File: config.mk
export PLATFORM = sky130hd
export DESIGN_NAME = branch_sequencer
export DESIGN_NICKNAME = d
export VERILOG_FILES = /design/src/common/brseq_pkg.sv /design/src/common/brseq_cond_if.sv /design/src/rtl/brseq_cond_sel.sv /design/src/rtl/branch_sequencer.sv
export VERILOG_INCLUDE_DIRS = /design/src /design/src/common
export SDC_FILE = /design/constraint.sdc
export NUM_CORES = 1
export LEC_CHECK = 0
export ABC_AREA = 1
export BUFFER_PORTS_ARGS = -buffer_cell sky130_fd_sc_hd__buf_2
export CAP_MARGIN = 20
export CORE_UTILIZATION = 54
export DETAILED_ROUTE_END_ITERATION = 8
export GPL_TIMING_DRIVEN = 0
export PLACE_DENSITY = 0.87
export REMOVE_ABC_BUFFERS = 1
export SKIP_CTS_REPAIR_TIMING = 1
export SYNTH_ARGS = -nofsm -noshare
export SYNTH_HDL_FRONTEND = slang
export SYNTH_SLANG_ARGS = --single-unit
File: constraint.sdc
create_clock -name sys_clk -period 8.4 [get_ports sys_clk]
set_input_delay 0.42 -clock sys_clk [delete_from_list [all_inputs] [get_ports sys_clk]]
set_output_delay 0.42 -clock sys_clk [all_outputs]
set_load 0.03 [all_outputs]
File: src/common/brseq_regs.svh
`ifndef BRSEQ_REGS_SVH
`define BRSEQ_REGS_SVH

// register byte offsets
`define BRSEQ_ADR_IBR      8'h00
`define BRSEQ_ADR_SHADOW   8'h04
`define BRSEQ_ADR_LINK     8'h08
`define BRSEQ_ADR_ESS      8'h0c
`define BRSEQ_ADR_STATUS   8'h10

// reset values
`define BRSEQ_SEG_RST      5'h00
`define BRSEQ_SHADOW_RST   16'h0000
`define BRSEQ_LINK_RST     17'h00000
`define BRSEQ_ADDR_RST     17'h00000
`define BRSEQ_CSO_RST      8'h00

// instruction fields
`define BRSEQ_OPC_HI       31
`define BRSEQ_OPC_LO       26
`define BRSEQ_ESS_HI       25
`define BRSEQ_ESS_LO       22
`define BRSEQ_SENSE_BIT    21
`define BRSEQ_COND_BIT     20
`define BRSEQ_CSO_HI       19
`define BRSEQ_CSO_LO       12
`define BRSEQ_TGT_HI       11
`define BRSEQ_TGT_LO       0

// branch opcodes
`define BRSEQ_OP_BIMM      6'h20
`define BRSEQ_OP_BIMM_L    6'h21
`define BRSEQ_OP_BSHD      6'h22
`define BRSEQ_OP_BSHD_L    6'h23
`define BRSEQ_OP_BREG      6'h24
`define BRSEQ_OP_BREG_L    6'h25

// condition select codes
`define BRSEQ_ESS_ICA      0
`define BRSEQ_ESS_ICB      1
`define BRSEQ_ESS_TXF_LE   2
`define BRSEQ_ESS_RXB_GE   3
`define BRSEQ_ESS_ACF      4
`define BRSEQ_ESS_SCHED    5
`define BRSEQ_ESS_CIN      6
`define BRSEQ_ESS_COUT     7
`define BRSEQ_ESS_SPARSE   8
`define BRSEQ_ESS_RXB_GT   9
`define BRSEQ_ESS_TXF_MAX  10
`define BRSEQ_ESS_DMA_OQ   11
`define BRSEQ_ESS_DMA_Q    13
`define BRSEQ_ESS_RSVD     15
`define BRSEQ_ESS_UNCOND   4'hf

// counter thresholds
`define BRSEQ_TXF_LIMIT    4'h2
`define BRSEQ_RXB_LIMIT    4'h4
`define BRSEQ_RXB_EMPTY    4'h0
`define BRSEQ_TXF_FULL     4'hf

// address steps
`define BRSEQ_SLOT_STEP    17'h00001
`define BRSEQ_LINK_STEP    17'h00002

`endif

File: src/common/brseq_pkg.sv
package brseq_pkg;
	typedef logic [4:0]  brseq_seg_t;
	typedef logic [11:0] brseq_tgt_t;
	typedef logic [16:0] brseq_iaddr_t;
	typedef logic [3:0]  brseq_cnt_t;
	typedef logic [15:0] brseq_ess_t;
	typedef logic [31:0] brseq_word_t;
	typedef enum logic [1:0] {
		BRSEQ_TSRC_IMM    = 2'h0,
		BRSEQ_TSRC_SHADOW = 2'h1,
		BRSEQ_TSRC_LINK   = 2'h3
	} brseq_tsrc_t;
	typedef enum logic [1:0] {
		BRSEQ_WB_IDLE = 2'h0,
		BRSEQ_WB_ACK  = 2'h1
	} brseq_wbst_t;
endpackage

File: src/common/brseq_cond_if.sv
`timescale 1ns/1ps
interface brseq_cond_if;
	import brseq_pkg::*;
	brseq_ess_t essVec;
	logic [3:0] select;
	logic       condBit;
	logic       uncond;
	modport sel  (input select, output essVec, output condBit, output uncond);
	modport user (output select, input essVec, input condBit, input uncond);
endinterface

File: src/rtl/brseq_cond_sel.sv
`timescale 1ns/1ps
`include "brseq_regs.svh"
module brseq_cond_sel (
	input  wire logic                 interchipA,
	input  wire logic                 interchipB,
	input  wire logic                 coprocInBusy,
	input  wire logic                 coprocOutReady,
	input  wire logic                 assignedCell,
	input  wire logic                 schedBusy,
	input  wire brseq_pkg::brseq_ess_t sparseEvents,
	input  wire brseq_pkg::brseq_cnt_t transmitFullCount,
	input  wire brseq_pkg::brseq_cnt_t receiveBusyCount,
	input  wire logic [1:0]           dmaOutBusy,
	input  wire logic [1:0]           dmaQueueBusy,
	brseq_cond_if.sel                 condBus
);
	import brseq_pkg::*;

	wire [15:0] essBits;

	assign essBits[`BRSEQ_ESS_ICA]     = interchipA;
	assign essBits[`BRSEQ_ESS_ICB]     = interchipB;
	assign essBits[`BRSEQ_ESS_CIN]     = coprocInBusy;
	assign essBits[`BRSEQ_ESS_COUT]    = coprocOutReady;
	assign essBits[`BRSEQ_ESS_ACF]     = assignedCell;
	assign essBits[`BRSEQ_ESS_SCHED]   = schedBusy;
	assign essBits[`BRSEQ_ESS_SPARSE]  = |sparseEvents;
	assign essBits[`BRSEQ_ESS_TXF_LE]  = transmitFullCount <= `BRSEQ_TXF_LIMIT;
	assign essBits[`BRSEQ_ESS_RXB_GE]  = receiveBusyCount >= `BRSEQ_RXB_LIMIT;
	assign essBits[`BRSEQ_ESS_RXB_GT]  = receiveBusyCount > `BRSEQ_RXB_EMPTY;
	assign essBits[`BRSEQ_ESS_TXF_MAX] = transmitFullCount == `BRSEQ_TXF_FULL;
	assign essBits[`BRSEQ_ESS_RSVD]    = 1'b0;

	genvar ch;
	generate
		for (ch = 0; ch < 2; ch = ch + 1) begin : gDma
			assign essBits[`BRSEQ_ESS_DMA_OQ + ch] = dmaOutBusy[ch] | dmaQueueBusy[ch];
			assign essBits[`BRSEQ_ESS_DMA_Q + ch]  = dmaQueueBusy[ch];
		end
	endgenerate

	assign condBus.essVec  = essBits;
	assign condBus.uncond  = condBus.select == `BRSEQ_ESS_UNCOND;
	assign condBus.condBit = essBits[condBus.select];
endmodule // brseq_cond_sel

File: src/rtl/branch_sequencer.sv
// Function
// - destination is segment id joined with target
// - 128K instruction space, 32 segments of 4K
// - 5-bit segment changes only on software write
// - target field is absolute word in segment
// - immediate forms take instruction bits 11:0
// - shadow forms take shadow register bits 11:0
// - shadow loads first halfword of linked read
// - register forms take link register bits 11:0
// - condition select picks one external state bit
// - select 1111 means unconditional branch
// - codes 0,1,4-7 map single state inputs, 8 ORs sparse events
// - codes 2,3,9,10 compare the counters with limits
// - codes 11-14 test dma channel busy stages
// - taken when condition bit equals sense bit
// - committed slot always fetched, no bubble
// - taken: slot runs, then branch target
// - not taken: slot squashed if conditional set
// - unconditional: conditional bit nullifies the slot
// - link written only if taken, address plus two
// - counter operation issued whether taken or not
`timescale 1ns/1ps
`include "brseq_regs.svh"
module branch_sequencer (
	input  wire logic                   sys_clk,
	input  wire logic                   rst,
	input  wire logic [7:0]             adr_i,
	input  wire brseq_pkg::brseq_word_t dat_i,
	output logic [31:0]                 dat_o,
	input  wire logic                   we_i,
	input  wire logic [3:0]             sel_i,
	input  wire logic                   stb_i,
	input  wire logic                   cyc_i,
	output logic                        ack_o,
	input  wire logic                   issueValid,
	input  wire brseq_pkg::brseq_word_t issueInstr,
	input  wire brseq_pkg::brseq_iaddr_t issueAddr,
	input  wire logic                   fmLinkValid,
	input  wire logic [15:0]            fmFirstHalf,
	input  wire logic                   interchipA,
	input  wire logic                   interchipB,
	input  wire logic                   coprocInBusy,
	input  wire logic                   coprocOutReady,
	input  wire logic                   assignedCell,
	input  wire logic                   schedBusy,
	input  wire brseq_pkg::brseq_ess_t  sparseEvents,
	input  wire brseq_pkg::brseq_cnt_t  transmitFullCount,
	input  wire brseq_pkg::brseq_cnt_t  receiveBusyCount,
	input  wire logic [1:0]             dmaOutBusy,
	input  wire logic [1:0]             dmaQueueBusy,
	output logic                        decideValid,
	output brseq_pkg::brseq_iaddr_t     slotAddr,
	output logic                        slotExecute,
	output logic                        branchTaken,
	output brseq_pkg::brseq_iaddr_t     fetchAddr,
	output logic                        csoValid,
	output logic [7:0]                  csoCode
);
	import brseq_pkg::*;

	function automatic logic isBranchOp(input logic [5:0] op);
		isBranchOp = (op == `BRSEQ_OP_BIMM) || (op == `BRSEQ_OP_BIMM_L) ||
			(op == `BRSEQ_OP_BSHD) || (op == `BRSEQ_OP_BSHD_L) ||
			(op == `BRSEQ_OP_BREG) || (op == `BRSEQ_OP_BREG_L);
	endfunction

	function automatic logic isLinkOp(input logic [5:0] op);
		isLinkOp = (op == `BRSEQ_OP_BIMM_L) || (op == `BRSEQ_OP_BSHD_L) ||
			(op == `BRSEQ_OP_BREG_L);
	endfunction

	function automatic brseq_tsrc_t tgtSource(input logic [5:0] op);
		if ((op == `BRSEQ_OP_BSHD) || (op == `BRSEQ_OP_BSHD_L)) begin
			tgtSource = BRSEQ_TSRC_SHADOW;
		end else if ((op == `BRSEQ_OP_BREG) || (op == `BRSEQ_OP_BREG_L)) begin
			tgtSource = BRSEQ_TSRC_LINK;
		end else begin
			tgtSource = BRSEQ_TSRC_IMM;
		end
	endfunction

	function automatic brseq_word_t laneMerge(input brseq_word_t oldV,
		input brseq_word_t newV, input logic [3:0] lanes);
		brseq_word_t res;
		res = oldV;
		for (int b = 0; b < 4; b++) begin
			if (lanes[b]) begin
				res[b*8 +: 8] = newV[b*8 +: 8];
			end
		end
		laneMerge = res;
	endfunction

	// state
	brseq_seg_t   segReg;
	brseq_seg_t   segNext;
	logic [15:0]  shadowReg;
	logic [15:0]  shadowNext;
	brseq_iaddr_t linkReg;
	brseq_iaddr_t linkNext;
	brseq_wbst_t  wbStateReg;
	brseq_wbst_t  wbStateNext;
	logic [31:0]  rdDataReg;
	logic         decideValidReg;
	brseq_iaddr_t slotAddrReg;
	logic         slotExecReg;
	logic         takenReg;
	brseq_iaddr_t fetchAddrReg;
	logic         csoValidReg;
	logic [7:0]   csoCodeReg;

	brseq_cond_if condBus ();

	brseq_cond_sel uCondSel (
		.interchipA        (interchipA),
		.interchipB        (interchipB),
		.coprocInBusy      (coprocInBusy),
		.coprocOutReady    (coprocOutReady),
		.assignedCell      (assignedCell),
		.schedBusy         (schedBusy),
		.sparseEvents      (sparseEvents),
		.transmitFullCount (transmitFullCount),
		.receiveBusyCount  (receiveBusyCount),
		.dmaOutBusy        (dmaOutBusy),
		.dmaQueueBusy      (dmaQueueBusy),
		.condBus           (condBus)
	);

	// instruction decode
	wire [5:0]        opc       = issueInstr[`BRSEQ_OPC_HI:`BRSEQ_OPC_LO];
	wire [3:0]        essSel    = issueInstr[`BRSEQ_ESS_HI:`BRSEQ_ESS_LO];
	wire              senseBit  = issueInstr[`BRSEQ_SENSE_BIT];
	wire              condOpBit = issueInstr[`BRSEQ_COND_BIT];
	wire [7:0]        csoField  = issueInstr[`BRSEQ_CSO_HI:`BRSEQ_CSO_LO];
	wire brseq_tsrc_t tsrc      = tgtSource(opc);
	wire              issueGo   = issueValid & isBranchOp(opc);
	wire              linkForm  = isLinkOp(opc);

	assign condBus.select = essSel;

	// target field source
	wire brseq_tgt_t tgtField =
		(tsrc == BRSEQ_TSRC_SHADOW) ? shadowReg[`BRSEQ_TGT_HI:`BRSEQ_TGT_LO] :
		(tsrc == BRSEQ_TSRC_LINK)   ? linkReg[`BRSEQ_TGT_HI:`BRSEQ_TGT_LO] :
		issueInstr[`BRSEQ_TGT_HI:`BRSEQ_TGT_LO];

	wire brseq_iaddr_t targetAddr = {segReg, tgtField};
	wire brseq_iaddr_t seqAddr    = issueAddr + `BRSEQ_LINK_STEP;
	wire brseq_iaddr_t nextSlot   = issueAddr + `BRSEQ_SLOT_STEP;

	// branch decision
	wire takenNow    = condBus.uncond | (condBus.condBit == senseBit);
	wire slotExecNow = condBus.uncond ? ~condOpBit : (takenNow | ~condOpBit);
	wire linkWrHw    = issueGo & takenNow & linkForm;

	// bus decode
	wire wbReq    = cyc_i & stb_i;
	wire wbCommit = wbReq & (wbStateReg == BRSEQ_WB_ACK);
	wire wbWrite  = wbCommit & we_i;
	wire hitIbr   = adr_i == `BRSEQ_ADR_IBR;
	wire hitShd   = adr_i == `BRSEQ_ADR_SHADOW;
	wire hitLink  = adr_i == `BRSEQ_ADR_LINK;
	wire hitEss   = adr_i == `BRSEQ_ADR_ESS;
	wire hitStat  = adr_i == `BRSEQ_ADR_STATUS;

	wire [31:0] statusWord = {12'h000, fetchAddrReg, 1'b0, slotExecReg, takenReg};
	wire [31:0] rdMux =
		hitIbr  ? {27'h0000000, segReg} :
		hitShd  ? {16'h0000, shadowReg} :
		hitLink ? {15'h0000, linkReg} :
		hitEss  ? {16'h0000, condBus.essVec} :
		hitStat ? statusWord : 32'h00000000;

	wire brseq_word_t ibrMerge  = laneMerge({27'h0000000, segReg}, dat_i, sel_i);
	wire brseq_word_t shdMerge  = laneMerge({16'h0000, shadowReg}, dat_i, sel_i);
	wire brseq_word_t linkMerge = laneMerge({15'h0000, linkReg}, dat_i, sel_i);

	// segment changes by software write only
	assign segNext = (wbWrite & hitIbr) ? ibrMerge[4:0] : segReg;

	// hardware load of the shadow wins over a bus write
	assign shadowNext = fmLinkValid ? fmFirstHalf :
		(wbWrite & hitShd) ? shdMerge[15:0] : shadowReg;

	// a taken linking branch wins over a bus write
	assign linkNext = linkWrHw ? seqAddr :
		(wbWrite & hitLink) ? linkMerge[16:0] : linkReg;

	// bus handshake states
	always_comb begin
		case (wbStateReg)
			BRSEQ_WB_IDLE: wbStateNext = wbReq ? BRSEQ_WB_ACK : BRSEQ_WB_IDLE;
			BRSEQ_WB_ACK:  wbStateNext = BRSEQ_WB_IDLE;
			default:       wbStateNext = BRSEQ_WB_IDLE;
		endcase
	end

	always_ff @(posedge sys_clk or posedge rst) begin
		if (rst) begin
			segReg     <= `BRSEQ_SEG_RST;
			shadowReg  <= `BRSEQ_SHADOW_RST;
			linkReg    <= `BRSEQ_LINK_RST;
			wbStateReg <= BRSEQ_WB_IDLE;
			rdDataReg  <= 32'h00000000;
		end else begin
			segReg     <= segNext;
			shadowReg  <= shadowNext;
			linkReg    <= linkNext;
			wbStateReg <= wbStateNext;
			rdDataReg  <= rdMux;
		end
	end

	// decision outputs, one cycle after issue
	always_ff @(posedge sys_clk or posedge rst) begin
		if (rst) begin
			decideValidReg <= 1'b0;
			slotAddrReg    <= `BRSEQ_ADDR_RST;
			slotExecReg    <= 1'b0;
			takenReg       <= 1'b0;
			fetchAddrReg   <= `BRSEQ_ADDR_RST;
		end else begin
			decideValidReg <= issueGo;
			if (issueGo) begin
				slotAddrReg  <= nextSlot;
				slotExecReg  <= slotExecNow;
				takenReg     <= takenNow;
				fetchAddrReg <= takenNow ? targetAddr : seqAddr;
			end
		end
	end

	// counter operation goes out on every branch with a nonzero code
	always_ff @(posedge sys_clk or posedge rst) begin
		if (rst) begin
			csoValidReg <= 1'b0;
			csoCodeReg  <= `BRSEQ_CSO_RST;
		end else begin
			csoValidReg <= issueGo & (csoField != `BRSEQ_CSO_RST);
			if (issueGo) begin
				csoCodeReg <= csoField;
			end
		end
	end

	assign ack_o       = wbStateReg == BRSEQ_WB_ACK;
	assign dat_o       = rdDataReg;
	assign decideValid = decideValidReg;
	assign slotAddr    = slotAddrReg;
	assign slotExecute = slotExecReg;
	assign branchTaken = takenReg;
	assign fetchAddr   = fetchAddrReg;
	assign csoValid    = csoValidReg;
	assign csoCode     = csoCodeReg;
endmodule // branch_sequencer

==> results of run 1 <==
[power groups by stage]
stage	registers (mW)	clock network, mW	logic, mW
2_1_floorplan	0.751	0	0.145
3_3_place_gp	0.646	0	0.392
3_5_place_dp	0.649	0	0.404
6_report	0.641	0.417	0.407
4_1_cts	0.639	0.416	0.406
5_1_grt	0.650	0.437	0.442
[worst max-delay path: cells and delay by family]
| family | cells | cell delay [ps] |
|---|---|---|
| AOI/OAI and AO/OA | 1 | 330 |
| buffers and inverters | 4 | 560 |
| and+or+nand+nor | 5 | 1600 |
[flip-flops by register name, indices dropped and copies added, names as in the netlist]
signal       cells
branchTaken      1
slotExecute      1
dat_o           20
segReg           5
slotAddr        17
shadowReg       16
csoCode          8
fetchAddr       17
wbStateReg       1
csoValid         1
linkReg         17
decideValid      1
[per-layer routing]
layer	global-route usage [%]	wire (um)	vias up	part of all wire, %
met5	0	13	-	0.070
met1	41.3	7150	2906	38
met2	51.8	8790	396	47
li1	-	-	2988	-
met4	14.0	732	2	3.9
met3	7.05	2010	69	11
[logic make-up (layout without fill, tap and decap cells)]
group | Yosys count | after routing | synth area share [%]
and+or+nand+nor | 407 | 407 | 29.6
buffers and inverters | 137 | 306 | 9.95
adders and majority gates | 2 | 2 | 0.409
muxes | 4 | 4 | 0.715
other | 1 | 12 | 0.0613
AOI/OAI and AO/OA | 132 | 132 | 12.8
xor gates and xnor gates | 25 | 25 | 3.58
DFF | 105 | 105 | 42.9
[final timing paths]
| check | start | to | slack, ps | cells past startpoint |
|---|---|---|---|---|
| max in group asynchronous | rst | fetchAddr[7] | 7530 | 3 |
| setup / recovery | issueInstr[30] | linkReg[16] | 5670 | 10 |
| min in group sys_clk | issueInstr[20] | slotExecute | 270 | 2 |
| hold reg to reg | wbStateReg[0] | wbStateReg[0] | 460 | 1 |
| hold / removal | rst | slotAddr[8] | 170 | 2 |
| setup reg to reg | wbStateReg[0] | shadowReg[6] | 6450 | 8 |
[cell usage after synthesis, drive strengths merged]
| cell | number | area (um^2) |
|---|---|---|
| a21oi | 28 | 140 |
| a221oi | 9 | 78.8 |
| a31oi | 2 | 12.5 |
| and2 | 1 | 6.26 |
| buf | 32 | 214 |
| clkbuf | 20 | 76.3 |
| conb | 1 | 3.75 |
| dfrtp | 105 | 2630 |
| ha | 2 | 25.0 |
| inv | 85 | 319 |
| mux2 | 3 | 33.8 |
| mux2i | 1 | 10.0 |
| nand2 | 244 | 933 |
| nand3 | 62 | 333 |
| nand3b | 3 | 26.3 |
| nand4 | 20 | 125 |
| nor2 | 66 | 268 |
| nor3 | 6 | 67.6 |
| nor3b | 1 | 7.51 |
| nor4 | 3 | 33.8 |
| o211ai | 18 | 140 |
| o21ai | 66 | 330 |
| o221ai | 3 | 26.3 |
| o22ai | 2 | 12.5 |
| o311ai | 4 | 42.6 |
| or2 | 1 | 8.76 |
| xnor2 | 8 | 70.1 |
| xor2 | 17 | 149 |
[final cells by class]
type	count	share of cell area [%]
multi-input cells	582	39.4
clock buffers	11	3.26
inverters	85	4.32
well taps	140	2.35
flip-flops and latches	105	35.3
repair buffers	205	14.8
clock inverters	5	0.655
[stage by stage]
step                std cells  util [%]
global placement         1112      64.5
floorplan                 772         -
global route             1133      68.1
finish                   1133      68.1
CTS                      1132      67.9
detailed placement       1116      65.3
==> run metrics, run 1 <==
number of nets at the end of the flow 1140; total power density per cell area 197 nW/um^2; via count of the first global-routing pass 5796; die outline area 11800 um^2; count of different cell masters after synthesis 45; routed length per placed instance 16.5 um; highest-count cells in the layout ignoring fill and taps nand2_1, buf_2, dfrtp_1, inv_1, nor2_1; number of synthesized register bits 105; GRT Resource Usage Total 32.0%; global-route wire length before repair 28700 um; PnR worst setup slack 5670 ps; Synth Warn # 0; layout cells sized above 1 25.5%; Area Overhead vs Synth 21.6%; Max Cap Violations 0; sequential share of the synthesized area 42.9%; area of the mapped netlist 6120 um^2; clock root buffer clkbuf_16; static power due to leakage 4.02 nW; fraction of power consumed by sequential logic 43.7%; clk slew on worst S/H paths 70 ps; H-tree levels 3; CP Data Required Time 8630 ps; startpoint kind of the worst setup timing path primary input; worst hold path type primary input to async pin; setup repair after global routing missed its margin false; remaining antenna violation count 0; peak fanout along the critical path 57; Least-Margin Pin Slew 1010 ps; time the worst path needs with I/O delays and setup 2730 ps; row count 38; CTS sink cnt 105; maximum VDD drop 0.115 mV; number of instances in the synthesized netlist 813; largest buffer count on any clock path 2; clock tree from TritonCTS yes; Filler Cells Inserted 934; most common cell after layout, fill and taps aside nand2_1; Slowest Stage Delay on Critical Path 610 ps; average via count per standard cell 5.61; first-pass iteration count of the detailed router 6; switching share of power 36.6%; Initial Util 56.0%; switching pwr 0.535 mW; total DRC errors in the routed layout 0; GPL Wtd Cong 0.897; combined area of the multi-input logic cells 2930 um^2; total gr overflow 0; Inserted Diodes 0; Core Region 10900 um^2; clock skew 10.4 ps; horizontal die dimension 108 um; Critical Path, Cell by Cell buf_2 -> nor2_1 -> nand4_1 -> nand2_1 -> nand2_2 -> inv_2 -> buf_12 -> nand3_2 -> o21ai_1 -> inv_1; final instance area 7440 um^2; cell internal pwr 0.929 mW; Power, Total 1.46 mW; number of buffers inserted during clock tree synthesis 9; share of total power in combinational logic 27.8%; HPWL after DPL 13400 um; upper clock frequency limit 367 MHz; clock share of power 28.5%; final count of pins violating max slew 0; Register Area 2630 um^2; Post-Synthesis Mean Instance Area 7.53 um^2; Post-Route Hold Slack 167 ps; count of boundary I/O pins 229; via total after detailed routing 6361; Initial DRC Count 685; category of the critical setup timing path primary input to flip-flop; Worst EP arrival 2960 ps; post-route setup TNS 0 ps; Slew Limit Headroom 32.2%; antenna violations before repair 1; pin count of the biggest net entering global routing 58; final hold violation count 0; critical path endpoint category flip-flop; clock latency on the worst-skew pair 350 ps; standard cell with the maximum stage delay on the critical path nand3_2; dpl ws 4770 ps; number of setup violations in the final report 0; run status finished clean; floorplan die height 108 um; number of buffers added on ports 200; Post-DP Area 7140 um^2; final critical-path share of the clock period 32.4%; total length of routed wires 18700 um
No activity file was read; power rests on OpenSTA's default activity.
==> run 2, diff against run 1 <==
--- a/config.mk
+++ b/config.mk
@@ -9,10 +9,10 @@
 export ABC_AREA = 1
 export BUFFER_PORTS_ARGS = -buffer_cell sky130_fd_sc_hd__buf_2
 export CAP_MARGIN = 20
-export CORE_UTILIZATION = 54
+export CORE_UTILIZATION = 50
 export DETAILED_ROUTE_END_ITERATION = 8
 export GPL_TIMING_DRIVEN = 0
-export PLACE_DENSITY = 0.87
+export PLACE_DENSITY = 0.81
 export REMOVE_ABC_BUFFERS = 1
 export SKIP_CTS_REPAIR_TIMING = 1
 export SYNTH_ARGS = -nofsm -noshare
==> constraint.sdc (replaced) <==
create_clock -name sys_clk -period 2.61 [get_ports sys_clk]
set_input_delay 0.1305 -clock sys_clk [delete_from_list [all_inputs] [get_ports sys_clk]]
set_output_delay 0.1305 -clock sys_clk [all_outputs]
set_load 0.03 [all_outputs]
==> run 2 against run 1 <==
  * The flow now finishes with violations (hold timing)
  * Combinational power increased to 3.2 times the previous value
  * Critical path depth increased by 1
  * Worst hold slack got worse by 180 ps
  * Sequential share of layout area decreased by 0.40 points
  * First-iteration DRC count decreased by 30%
  * Global-route usage decreased by 2.3 points
  * Clock power increased to 3.5 times the previous value
  * Sequential power increased to 3.2 times the previous value
  * Cell area increased by 1.1%
==> run metrics, run 2 (same netlist as run 1, synthesis figures left out) <==
Initial DRC Count 479 (was 685); clock latency on the worst-skew pair 360 ps (was 350 ps); clk slew on worst S/H paths 70 ps (about the same); startpoint kind of the worst setup timing path primary input (unchanged); most common cell after layout, fill and taps aside nand2_1 (unchanged); setup repair after global routing missed its margin false (unchanged); global-route wire length before repair 28900 um (was 28700 um); max FFs per register 20 (unchanged); Inserted Diodes 0 (unchanged); number of buffers inserted during clock tree synthesis 9 (unchanged); critical path endpoint category flip-flop (unchanged); Filler Cells Inserted 1087 (was 934); via total after detailed routing 6218 (was 6361); row count 40 (was 38); floorplan die height 113 um (was 108 um); Critical path destination linkReg[3] (was linkReg[16]); clock root buffer clkbuf_16 (unchanged); largest buffer count on any clock path 2 (unchanged); time the worst path needs with I/O delays and setup 2330 ps; total length of routed wires 18400 um (was 18700 um); Initial Util 51.2% (was 56.0%); maximum VDD drop 0.347 mV (was 0.115 mV); Worst Hold Launch issueInstr[18]; Post-Route Hold Slack -13.0 ps (was 167 ps); H-tree levels 3 (unchanged); pin count of the biggest net entering global routing 57 (was 58); CTS sink cnt 105 (unchanged); static power due to leakage 4.06 nW (was 4.02 nW); clock tree from TritonCTS yes (unchanged); number of setup violations in the final report 0 (unchanged); highest-count cells in the layout ignoring fill and taps nand2_1, buf_2, dfrtp_1, inv_1, nor2_1 (unchanged); internal reg-to-reg setup slack 750 ps (was 6450 ps); Area Overhead vs Synth 23.0% (was 21.6%); R2R cell count 8 (unchanged); Slew Limit Headroom 30.2% (was 32.2%); clock skew 8.22 ps (was 10.4 ps); final count of pins violating max slew 0 (unchanged); total power density per cell area 643 nW/um^2 (was 197 nW/um^2); GRT Resource Usage Total 29.7% (was 32.0%); worst reg2reg startpoint wbStateReg[0] (unchanged); worst hold path type primary input to flip-flop (was primary input to async pin); final critical-path share of the clock period 89.5%; number of nets at the end of the flow 1145 (was 1140); PnR worst setup slack 275 ps (was 5670 ps); first-pass iteration count of the detailed router 5 (was 6); GPL Wtd Cong 0.922 (was 0.897); peak fanout along the critical path 12 (was 57); run status finished with violations (was finished clean); Core Region 12000 um^2 (was 10900 um^2); CP Data Required Time 2900 ps (was 8630 ps); Worst EP arrival 2630 ps (was 2960 ps); HPWL after DPL 13100 um (was 13400 um); dpl ws -749 ps (was 4770 ps); failing checks hold timing; number of buffers added on ports 200 (unchanged); count of boundary I/O pins 229 (unchanged); antenna violations before repair 0 (was 1); average via count per standard cell 5.43 (was 5.61); remaining antenna violation count 0 (unchanged); via count of the first global-routing pass 5575 (was 5796); capture instance of the worst register-to-register path shadowReg[6] (unchanged); horizontal die dimension 113 um (was 108 um); start point of the critical path adr_i[7] (was issueInstr[30]); Least-Margin Pin Slew 1040 ps (was 1010 ps); final hold violation count 6 (was 0); post-route setup TNS 0 ps (unchanged); Max Cap Violations 0 (unchanged); routed length per placed instance 16.0 um (was 16.5 um); category of the critical setup timing path primary input to flip-flop (unchanged); total gr overflow 0 (unchanged); die outline area 12700 um^2 (was 11800 um^2); layout cells sized above 1 25.4% (was 25.5%); total DRC errors in the routed layout 0 (unchanged); upper clock frequency limit 428 MHz
-- run 2: changes by cell type in the layout (fill, tap and decap cells not counted) --
cell / delta
dlygate4sd3_1: +5
buf_8: -2
bufinv_16: +2
clkinv_2: +2
clkinv_4: -2
inv_8: -2
buf_4: +1
buf_6: +1
nand3_2: -1
nand3_4: +1
-- run 2: cell type report --
type | instances | area (um^2) | share of cell area [%]
Sequential cell | 105 | 2630 | 34.9
Timing Repair Buffer | 210 | 1140 | 15.1
Tap cell | 147 | 184 | 2.44
Multi-Input combinational cell | 582 | 2940 | 39.0
Clock inverter | 5 | 78.8 | 1.05
Inverter | 85 | 322 | 4.27
Clock buffer | 11 | 243 | 3.22
-- run 2: power by group --
part	total [mW]	internal [mW]	switching, mW	leakage (nW)
Sequential	2.06	1.89	0.165	1.34
Combinational	1.30	0.408	0.895	2.56
Clock	1.48	0.866	0.612	0.159
Total	4.84	3.17	1.67	4.06
-- run 2: how the worst min path moves through the flow --
| stage | to | cells past startpoint | slack [ps] |
|---|---|---|---|
| after floorplan | slotExecute | 1 | 230 |
| after global placement | slotExecute | 2 | 340 |
| after detailed placement | wbStateReg[0] | 2 | 270 |
| after CTS | fetchAddr[12] | 2 | -100 |
| after global routing | csoCode[2] | 3 | 2 |
| final | csoCode[6] | 3 | -10 |
-- run 2: critical path, stage by stage --
cell and delay (ps):
buf_2 100, or2_4 250, nor2_4 100, nand2_4 80, nor3_2 750, inv_2 300
nor2_2 200, nand2_1 340, nor2_1 190, nand2_1 80, nand3_1 100
-- run 2: per-stage QoR --
step / instance area (um^2) / util [%] / hold WS [ps] / total power [mW] / std cells
final: 7530 / 62.9 / -13.0 / 4.84 / 1145
after global routing: 7530 / 62.9 / 2.16 / 5.08 / 1145
after CTS: 7450 / 62.3 / -103 / 4.86 / 1138
after detailed placement: 7130 / 59.6 / 272 / 3.38 / 1122
after global placement: 7060 / 59.0 / 337 / 3.34 / 1119
after floorplan: 5870 / - / 235 / 2.88 / 772
-- run 2: layer usage --
metal / part of all wire, % / GRT usage, % / wire (um)
met4: 2.2 / 8.62 / 410
met5: 0 / 0 / 0
met3: 8.6 / 6.21 / 1580
met1: 43 / 40.8 / 7820
met2: 47 / 47.4 / 8550
